### config.mk
export PLATFORM = sky130hd
export DESIGN_NAME = reset_sequence_timer
export DESIGN_NICKNAME = d
export VERILOG_FILES = /design/src/verilog/reset_seq_pkg.sv /design/src/verilog/reset_sequence_timer.sv /design/src/verilog/seq_counter.sv
export SDC_FILE = /design/constraint.sdc
export NUM_CORES = 1
export LEC_CHECK = 0
export BUFFER_PORTS_ARGS = -buffer_cell sky130_fd_sc_hd__buf_2
export CAP_MARGIN = 20
export CORE_AREA = 2 2 72 74
export DETAILED_ROUTE_END_ITERATION = 10
export DIE_AREA = 0 0 74 76
export PLACE_DENSITY = 0.52
export SLEW_MARGIN = 10
export SYNTH_ARGS = -nofsm -noshare
export SYNTH_HDL_FRONTEND = slang
export SYNTH_SLANG_ARGS = --single-unit
### constraint.sdc
create_clock -name clk -period 2.89 [get_ports clk]
set_input_delay 0.4335 -clock clk [delete_from_list [all_inputs] [get_ports clk]]
set_output_delay 0.4335 -clock clk [all_outputs]
set_load 0.02 [all_outputs]
### src/verilog/reset_seq_pkg.sv
package reset_seq_pkg;

    // =====================================================
    // clock and timing
    // =====================================================
    localparam int CLK_HZ          = 50_000_000;
    localparam int CLK_PERIOD_NS   = 20;
    // minimum times, in microseconds
    localparam int T_DEST_BIST_US  = 6200;
    localparam int T_DEST_US       = 110;
    localparam int T_EXT_LONG_US   = 6200;
    localparam int T_FUNC_LONG_US  = 110;
    localparam int T_FUNC_SHORT_US = 7;
    // nominal times, in microseconds
    localparam int T_DEST_BIST_NOM_US  = 7300;
    localparam int T_DEST_NOM_US       = 182;
    localparam int T_EXT_LONG_NOM_US   = 7300;
    localparam int T_FUNC_LONG_NOM_US  = 182;
    localparam int T_FUNC_SHORT_NOM_US = 9;

    localparam int NS_PER_US = 1000;

    // least times round up to whole cycles
    function automatic int us_to_cycles(input int us);
        return (us * NS_PER_US + CLK_PERIOD_NS - 1) / CLK_PERIOD_NS;
    endfunction : us_to_cycles

    localparam int CNT_W = 24;

    // =====================================================
    // reset kinds
    // =====================================================
    typedef enum logic [2:0] {
        KIND_DEST_BIST  = 3'h0,
        KIND_DEST       = 3'h1,
        KIND_EXT_LONG   = 3'h2,
        KIND_FUNC_LONG  = 3'h3,
        KIND_FUNC_SHORT = 3'h4
    } reset_kind_e;

    typedef struct packed {
        logic        valid;
        reset_kind_e kind;
        logic        pin_drive;
    } reset_req_s;

    typedef enum logic [1:0] {
        ST_IDLE  = 2'b00,
        ST_COUNT = 2'b01,
        ST_HOLD  = 2'b11
    } seq_state_e;

endpackage : reset_seq_pkg

### src/verilog/reset_sequence_timer.sv
`timescale 1ns/1ps
// Notes on behaviour
// - Destructive reset with self test holds reset at least 6.2 ms, nominally 7.3 ms.
// - Destructive reset without self test holds reset at least 110 us, nominally 182 us.
// - Long external reset holds reset at least 6.2 ms, nominally 7.3 ms.
// - Long functional reset holds reset at least 110 us, nominally 182 us.
// - Short functional reset holds reset at least 7 us, nominally 9 us.
// - A functional reset drives the reset pin low until its count expires if its source may.
// - A functional reset whose source may not drive the pin leaves the pin undriven.
// - An outside generator holding the pin low keeps the device in reset until release.
module reset_sequence_timer
    import reset_seq_pkg::*;
#(
    parameter int DEST_BIST_CYC  = us_to_cycles(T_DEST_BIST_US),
    parameter int DEST_CYC       = us_to_cycles(T_DEST_US),
    parameter int EXT_LONG_CYC   = us_to_cycles(T_EXT_LONG_US),
    parameter int FUNC_LONG_CYC  = us_to_cycles(T_FUNC_LONG_US),
    parameter int FUNC_SHORT_CYC = us_to_cycles(T_FUNC_SHORT_US)
) (
    input  wire logic       clk,
    input  wire logic       nrst,
    input  wire reset_req_s req,
    input  wire logic       reset_pin_n_in,
    output logic            reset_pin_n_out,
    output logic            reset_pin_n_oe,
    output logic            in_reset,
    output logic            seq_done,
    output reset_kind_e     active_kind
);
    seq_state_e         state;
    seq_state_e         next_state;
    logic               drive_pin;
    logic               load;
    logic [CNT_W-1:0]   load_value;
    logic               expired;

    // =====================================================
    // duration select
    // =====================================================
    always_comb begin
        load_value = CNT_W'(DEST_CYC);
        case (req.kind)
            KIND_DEST_BIST:  load_value = CNT_W'(DEST_BIST_CYC - 1);
            KIND_DEST:       load_value = CNT_W'(DEST_CYC - 1);
            KIND_EXT_LONG:   load_value = CNT_W'(EXT_LONG_CYC - 1);
            KIND_FUNC_LONG:  load_value = CNT_W'(FUNC_LONG_CYC - 1);
            KIND_FUNC_SHORT: load_value = CNT_W'(FUNC_SHORT_CYC - 1);
            default:         load_value = CNT_W'(DEST_CYC - 1);
        endcase
    end

    assign load = (state == ST_IDLE) && req.valid;

    seq_counter #(
        .W(CNT_W)
    ) u_counter (
        .clk        (clk),
        .nrst       (nrst),
        .load       (load),
        .load_value (load_value),
        .expired    (expired)
    );

    // =====================================================
    // sequence state
    // =====================================================
    always_comb begin
        next_state = state;
        case (state)
            ST_IDLE:  if (req.valid) next_state = ST_COUNT;
            ST_COUNT: if (expired) next_state = ST_HOLD;
            ST_HOLD:  if (reset_pin_n_in) next_state = ST_IDLE;
            default:  next_state = ST_IDLE;
        endcase
    end

    always_ff @(posedge clk or negedge nrst) begin
        if (!nrst) begin
            state <= ST_IDLE;
        end else begin
            state <= next_state;
        end
    end

    always_ff @(posedge clk or negedge nrst) begin
        if (!nrst) begin
            active_kind <= KIND_DEST;
        end else if (load) begin
            active_kind <= req.kind;
        end
    end

    // =====================================================
    // pin drive
    // =====================================================
    always_ff @(posedge clk or negedge nrst) begin
        if (!nrst) begin
            drive_pin <= 1'b0;
        end else if (load) begin
            drive_pin <= req.pin_drive &&
                         (req.kind == KIND_FUNC_LONG || req.kind == KIND_FUNC_SHORT);
        end else if (state == ST_COUNT && expired) begin
            drive_pin <= 1'b0;
        end
    end

    assign reset_pin_n_oe  = drive_pin;
    assign reset_pin_n_out = 1'b0;

    always_ff @(posedge clk or negedge nrst) begin
        if (!nrst) begin
            in_reset <= 1'b0;
            seq_done <= 1'b0;
        end else begin
            in_reset <= (next_state != ST_IDLE);
            seq_done <= (state == ST_HOLD) && reset_pin_n_in;
        end
    end

    // =====================================================
    // check helpers
    // =====================================================
    // cycles spent counting, for the length checks
    logic [CNT_W-1:0] count_len;

    always_ff @(posedge clk or negedge nrst) begin
        if (!nrst) begin
            count_len <= '0;
        end else if (load) begin
            count_len <= '0;
        end else if (state == ST_COUNT) begin
            count_len <= count_len + CNT_W'(1);
        end
    end
endmodule : reset_sequence_timer

### src/verilog/seq_counter.sv
`timescale 1ns/1ps
module seq_counter
    import reset_seq_pkg::*;
#(
    parameter int W = CNT_W
) (
    input  wire logic         clk,
    input  wire logic         nrst,
    input  wire logic         load,
    input  wire logic [W-1:0] load_value,
    output logic              expired
);
    logic [W-1:0] count;

    // =====================================================
    // down counter
    // =====================================================
    always_ff @(posedge clk or negedge nrst) begin
        if (!nrst) begin
            count <= '0;
        end else if (load) begin
            count <= load_value;
        end else if (count != '0) begin
            count <= count - W'(1);
        end
    end

    assign expired = (count == '0) && !load;

endmodule : seq_counter

==> results of run 1 <==
-- power by group through the flow --
stage | Combinational (mW) | Clock, mW | Sequential [mW]
5_1_grt | 0.436 | 0.414 | 0.655
2_1_floorplan | 0.289 | 0 | 0.641
6_report | 0.387 | 0.385 | 0.643
4_1_cts | 0.390 | 0.394 | 0.641
3_3_place_gp | 0.380 | 0 | 0.642
3_5_place_dp | 0.386 | 0 | 0.648
-- worst paths after layout --
kind / to / depth (start not counted)
max in group asynchronous: u_counter.count[7] / 1
worst min-delay path: u_counter.count[17] / 1
worst max-delay path: u_counter.count[23] / 5
min in group clk: in_reset / 2
worst max register to register: u_counter.count[23] / 5
worst min register to register: active_kind[0] / 2
-- flip-flops by register name, indices dropped and copies added, names as in the netlist --
signal / cells
in_reset: 1
reset_pin_n_oe: 1
active_kind: 3
u_counter.count: 24
state: 2
seq_done: 1
-- metrics by stage --
stage          setup slack, ns   util
6_report                 0.580  0.425
5_1_grt                  0.322  0.425
2_1_floorplan             1.16      -
4_1_cts                  0.585  0.425
3_3_place_gp             0.648  0.404
3_5_place_dp             0.589  0.404
-- layer usage --
layer  track usage  up-vias  routed length, um
met1         0.236      753               2140
met5             0        -                  0
met4        0.0436        0                 49
met2         0.272       24               2080
met3        0.0397        6                127
li1              -      731                  -
-- cells in the mapped netlist, drive strengths merged (2+ instances only) --
cell type,number,share of area
nand2,26,0.053
xor2,4,0.019
o21ai,9,0.024
nor2,13,0.028
buf,5,0.016
dfrtp,31,0.42
or3,5,0.020
nor3,3,0.0081
o22ai,4,0.014
clkbuf,6,0.012
inv,5,0.010
nand2b,2,0.0068
xnor2,2,0.0095
o31ai,7,0.036
nor4,8,0.047
o211ai,2,0.0081
nand3,2,0.011
a32oi,2,0.0095
and4,2,0.0095
a21oi,5,0.014
nor2b,3,0.010
or2,8,0.027
or4,4,0.016
a31oi,5,0.020
ha,2,0.014
mux2i,8,0.043
nand4,7,0.024
-- cells by family (layout without fill, tap and decap cells) --
family | Yosys count | count (layout) | synth area share
other | 1 | 1 | 0.00203
xor gates and xnor gates | 6 | 6 | 0.0284
muxes | 8 | 8 | 0.0433
AOI/OAI and AO/OA | 39 | 39 | 0.150
DFF | 32 | 32 | 0.433
and+or+nand+nor | 89 | 89 | 0.291
adders and majority gates | 2 | 2 | 0.0135
buffers and inverters | 16 | 30 | 0.0385
-- cell type report --
cell class | instances | area (um^2)
fill | 493 | 2830
multi-input combinational | 145 | 982
sequential | 32 | 802
clock buffer | 8 | 100
timing repair buffer | 17 | 95.1
tap | 70 | 87.6
inverter | 5 | 18.8
-- critical path, cell delays in order, from the launching register on --
cell and delay [ns]:
dfrtp_1 0.41, nor4_2 0.28, buf_4 0.22, nand4_1 0.52, or4b_1 0.69, a21oi_1 0.13
==> out/metrics.yaml, run 1 <==
outcome: "finished, final reports clean"
p_leak_nw: 0.861
num_vias: 1514
ys_seq_elements: 32
avgSynthCellArea_um2: 9.59
reg2reg_slack_ns: 0.58
num_rows: 26
grt_pass1_vias: 1496
combPwrFrac: 0.274
max_cap_viol_count: 0
r2r_start: "u_counter.count[4]"
holdCritPathClass: "in2async"
worst_pin_slew_ns: 0.721
drtAntennaViolNets: 0
skew_ns: 0.00919
antenna_found_initial: 0
syn-num-nets: 203
clock-sinks: 32
dieArea_um2: 5620
worstPathRequired_ns: 3.11
grt_max_degree: 33
cts_buffers: 5
cts.clk_slew.worst_paths_ns: 0.07
clockBufferDepth: 2
place_inst: 269
seq_power_share: 0.454
design_area_um2: 2090
switching_power_mw: 0.493
wl_per_cell_um: 15.9
drcViolationCount: 0
yosysSeqAreaShare: 0.433
die_w_um: 74
slew_headroom: 0.519
initialDrtViolationCount: 113
drv_slew: 0
rsz0062_at_grt: "no"
critPathKind: "reg2reg"
setup_viol: 0
startpoint: "u_counter.count[4]"
grt_overflow: 0
synth-edff-count: 0
power.total_mw: 1.41
area_growth_pct: 12.7
synth_flop_cell: "dfrtp_1"
cts_tree: "yes"
layout_commonest_cell: "dfrtp_1"
critPathCaptureType: "register"
start_util: 0.377
dr.pass1.iters: 4
cts_resized: 0
root_buffer: "clkbuf_8"
startpoint_type: "register"
ys_async_sr_fraction: 1.00
syn_area_um2: 1850
post_cts_buffers: 0
syn_inst: 193
ir_drop_mv: 0.305
finalHoldViolations: 0
arrival_ns: 2.53
die_h_um: 76
dpl_cell_area_um2: 1990
p_sw_frac: 0.349
dp_hpwl_mm: 3.18
htreeDepth: 2
holdWs_ns: 0.197
ys_types: 48
yosys_warnings: 0
diodes: 0
holdBufCountCts: 0
grt_usage: 0.172
coreArea_um2: 4910
period_needed_ns: 2.31
io_buffers: 13
place.gp.congestion: 0.817
layout.cells.non_filler: 277
vias_per_cell: 5.47
power_density_nw_per_um2: 678
fin_setup_tns_ns: 0
layout-drive-gt1-share: 0.232
clock.fmax_mhz: 433
fin_crit_sh: 0.799
ioPinCount: 15
layout_common_cells: "dfrtp_1 (31), nand2_1 (26), buf_2 (13), nor2_1 (12), mux2i_1 (8)"
clk_latency_ns: 0.29
nets: 216
internal_power_mw: 0.921
finalWirelength_mm: 4.39
grt_pass1_wl_mm: 7.43
path_max_fanout: 13
pwr-share-clk: 0.272
Note: power is estimated with default switching activity, not from simulation.
==> run 2, diff against run 1 <==
- clock period: 2.89 -> 2.4 ns (I/O delays scaled with it)
==> out/metrics.yaml, run 2 (synthesis gave the netlist of run 1 again) <==
outcome: "finished, final reports clean"
place.gp.congestion: 0.861
diodes: 0
drtAntennaViolNets: 0
clock-sinks: 32
finalWirelength_mm: 4.56
layout-drive-gt1-share: 0.255
dp_hpwl_mm: 3.21
drcViolationCount: 0
grt_max_degree: 33
fin_crit_sh: 0.807
htreeDepth: 2
cts_tree: "yes"
critPathKind: "reg2reg"
cts_buffers: 5
skew_ns: 0.00761
initialDrtViolationCount: 88
num_rows: 26
grt_overflow: 0
nets: 221
reg.largest.list: "u_counter.count x24, active_kind x3, state x2"
cts_resized: 0
start_util: 0.377
setup_viol: 0
die_w_um: 74
slew_headroom: 0.496
area_growth_pct: 14.6
post_cts_buffers: 0
design_area_um2: 2120
holdBufCountCts: 0
clockBufferDepth: 2
antenna_found_initial: 0
top_register: "u_counter.count"
root_buffer: "clkbuf_8"
vias_per_cell: 5.53
dpl_cell_area_um2: 2020
max_cap_viol_count: 0
coreArea_um2: 4910
layout_common_cells: "dfrtp_1 (31), nand2_1 (26), buf_2 (13), nor2_1 (12), buf_4 (9)"
worstPathRequired_ns: 2.61
die_h_um: 76
grt_pass1_wl_mm: 7.60
cts.clk_slew.worst_paths_ns: 0.08
ioPinCount: 15
largest_reg_flops: 24
grt_pass1_vias: 1567
holdWs_ns: 0.141
power_density_nw_per_um2: 819
worst_pin_slew_ns: 0.755
num_vias: 1559
period_needed_ns: 1.94
grt_usage: 0.175
dr.pass1.iters: 4
dieArea_um2: 5620
place_inst: 274
finalHoldViolations: 0
io_buffers: 13
ir_drop_mv: 0.402
holdCritPathClass: "in2async"
layout.cells.non_filler: 282
clk_latency_ns: 0.29
clock.fmax_mhz: 516
critPathCaptureType: "register"
final_util: 0.432
fin_setup_tns_ns: 0
arrival_ns: 2.15
layout_commonest_cell: "dfrtp_1"
drv_slew: 0
path_max_fanout: 6
startpoint_type: "register"
p_leak_nw: 0.876
rsz0062_at_grt: "no"
wl_per_cell_um: 16.2
-- run 2: cell types whose count changed in the layout (fill, tap and decap cells not counted) --
cell / change
buf_4: +5
clkbuf_1: -1
clkbuf_8: -1
clkinvlp_4: +2
-- run 2: worst paths after layout --
check	startpoint	to	slack, ns	cells after the start
setup / recovery	u_counter.count[10]	u_counter.count[23]	0.46	5
hold / removal	nrst	u_counter.count[4]	0.14	1
setup reg to reg	u_counter.count[10]	u_counter.count[23]	0.46	5
hold reg to reg	active_kind[0]	active_kind[0]	0.47	2
max in group asynchronous	nrst	u_counter.count[9]	1.78	1
min in group clk	reset_pin_n_in	state[0]	0.29	2
-- run 2: power by group --
part	switching, mW	leakage, nW	total (mW)	internal (mW)
clock	0.219	0.0434	0.451	0.232
combinational	0.291	0.443	0.512	0.221
sequential	0.121	0.390	0.774	0.653
total	0.631	0.876	1.74	1.11
-- run 2: final cells by class --
type                            count  area, um^2
Fill cell                         501        2790
Multi-Input combinational cell    145         982
Sequential cell                    32         802
Timing Repair Buffer               22         133
Tap cell                           70        87.6
Clock buffer                        6        82.6
Inverter                            5        18.8
Clock inverter                      2        15.0
-- run 2: routing by layer --
| metal | track usage | vias to the layer above | wire length (um) |
|---|---|---|---|
| met1 | 0.236 | 775 | 2100 |
| met4 | 0.0764 | 0 | 94 |
| met5 | 0 | - | 0 |
| li1 | - | 739 | - |
| met2 | 0.263 | 37 | 2210 |
| met3 | 0.0437 | 8 | 156 |
-- run 2: through the flow --
step                setup WS [ns]  power (mW)
floorplan                   0.672        1.12
global placement            0.509        1.28
detailed placement          0.461        1.29
CTS                         0.472        1.74
global route                0.264        1.84
finish                      0.463        1.74
-- run 2: worst max-delay path, stage by stage, from the launching register on --
cell and delay (ns):
dfrtp_1 0.42, nor4_2 0.40, nand4_1 0.20, buf_4 0.21, or4b_1 0.51, a21oi_1 0.13
==> run 3, diff against run 2 <==
- clock period: 2.4 -> 1.8 ns (I/O delays scaled with it)
==> out/metrics.yaml, run 3 (synthesis gave the netlist of run 1 again) <==
outcome: "complete, but fails checks"
violations: "negative setup slack"
dr.pass1.iters: 4
grt_usage: 0.200
vias_per_cell: 5.31
setup_slack_ns: -0.105
num_rows: 26
cts_tree: "yes"
r2r_start: "u_counter.count[10]"
nFillCells: 464
start_util: 0.377
r2r_cells: 5
period_needed_ns: 1.91
grt_pass1_wl_mm: 8.60
layout.cells.non_filler: 319
layout-drive-gt1-share: 0.422
final_util: 0.518
seqCellArea_um2: 803
fin_setup_tns_ns: -0.351
skew_ns: 0.00200
setup_viol: 6
max_cap_viol_count: 0
finalHoldViolations: 0
die_h_um: 76
cts.clk_slew.worst_paths_ns: 0.07
initialDrtViolationCount: 74
io_buffers: 13
finalWirelength_mm: 5.07
largest_reg_flops: 24
fin_crit_sh: 1.06
root_buffer: "clkbuf_8"
area_growth_pct: 37.5
multi_input_area_um2: 1120
nets: 258
power_density_nw_per_um2: 1020
layout_commonest_cell: "buf_4"
worstPathRequired_ns: 2.01
rr_endpoint: "u_counter.count[14]"
grt_pass1_vias: 1733
ir_drop_mv: 0.439
dp_hpwl_mm: 3.58
drcViolationCount: 0
pre_cts_ws_ns: -0.115
critPathCaptureType: "register"
reg2reg_slack_ns: -0.11
critPathKind: "reg2reg"
ioPinCount: 15
grt_max_degree: 33
top_register: "u_counter.count"
clock.fmax_mhz: 525
num_vias: 1694
power.total_mw: 2.58
drtAntennaViolNets: 0
grt_overflow: 0
die_w_um: 74
cts_buffers: 5
path_max_fanout: 3
layout_common_cells: "buf_4 (40), dfrtp_1 (30), nand2_1 (25), buf_2 (13), nor2_1 (11)"
clk_latency_ns: 0.29
wl_per_cell_um: 15.9
startpoint_type: "register"
p_leak_nw: 1.10
coreArea_um2: 4910
diodes: 0
place_inst: 304
slew_headroom: 0.495
htreeDepth: 2
antenna_found_initial: 0
dieArea_um2: 5620
clockBufferDepth: 2
drv_slew: 0
holdCritPathClass: "in2async"
reg.largest.list: "u_counter.count x24, active_kind x3, state x2"
arrival_ns: 2.12
worst_pin_slew_ns: 0.758
rsz0062_at_grt: "yes"
clock-sinks: 32
place.gp.congestion: 0.816
[run 3: area by class of cell]
type	count	area share
Clock inverter	1	0.00197
Timing Repair Buffer	59	0.170
Tap cell	70	0.0344
Inverter	5	0.00737
Multi-Input combinational cell	145	0.441
Sequential cell	32	0.316
Clock buffer	7	0.0300
[run 3: worst max path at each step]
| stage | startpoint | to | slack [ns] |
|---|---|---|---|
| after floorplan | u_counter.count[10] | u_counter.count[15] | 0.07 |
| after detailed placement | u_counter.count[10] | u_counter.count[15] | -0.11 |
| after CTS | u_counter.count[10] | u_counter.count[14] | -0.08 |
| final | u_counter.count[10] | u_counter.count[14] | -0.11 |
| after global placement | u_counter.count[10] | u_counter.count[15] | -0.05 |
| after global routing | u_counter.count[10] | u_counter.count[17] | -0.16 |
[run 3: per-stage QoR]
stage / hold WS, ns / cell area (um^2)
final: 0.0461 / 2540
after global placement: 0.374 / 2250
after floorplan: -0.0256 / 1850
after global routing: 0.0970 / 2540
after CTS: 0.0655 / 2380
after detailed placement: 0.383 / 2250
[run 3: layer usage]
metal	wire [um]	track usage	vias up
met1	2230	0.265	841
met2	2560	0.317	32
met5	0	0	-
li1	-	-	812
met3	145	0.0423	9
met4	131	0.0745	0
[run 3: report_power, final]
part	switching [mW]	internal (mW)
clock	0.274	0.271
combinational	0.519	0.497
sequential	0.151	0.871
[run 3: what timing repair did]
action                                  CTS  global route
pin swaps                                 3            16
endpoints found under the setup margin   18            26
gates resized for setup                   6            29
setup buffers                             2             5
hold buffers                              0             0
[run 3: critical path: stages, from the launching register on]
cell and delay (ns):
dfrtp_1 0.43, buf_6 0.14, or4_4 0.52, or3_4 0.37, a211oi_2 0.17, mux2i_1 0.20
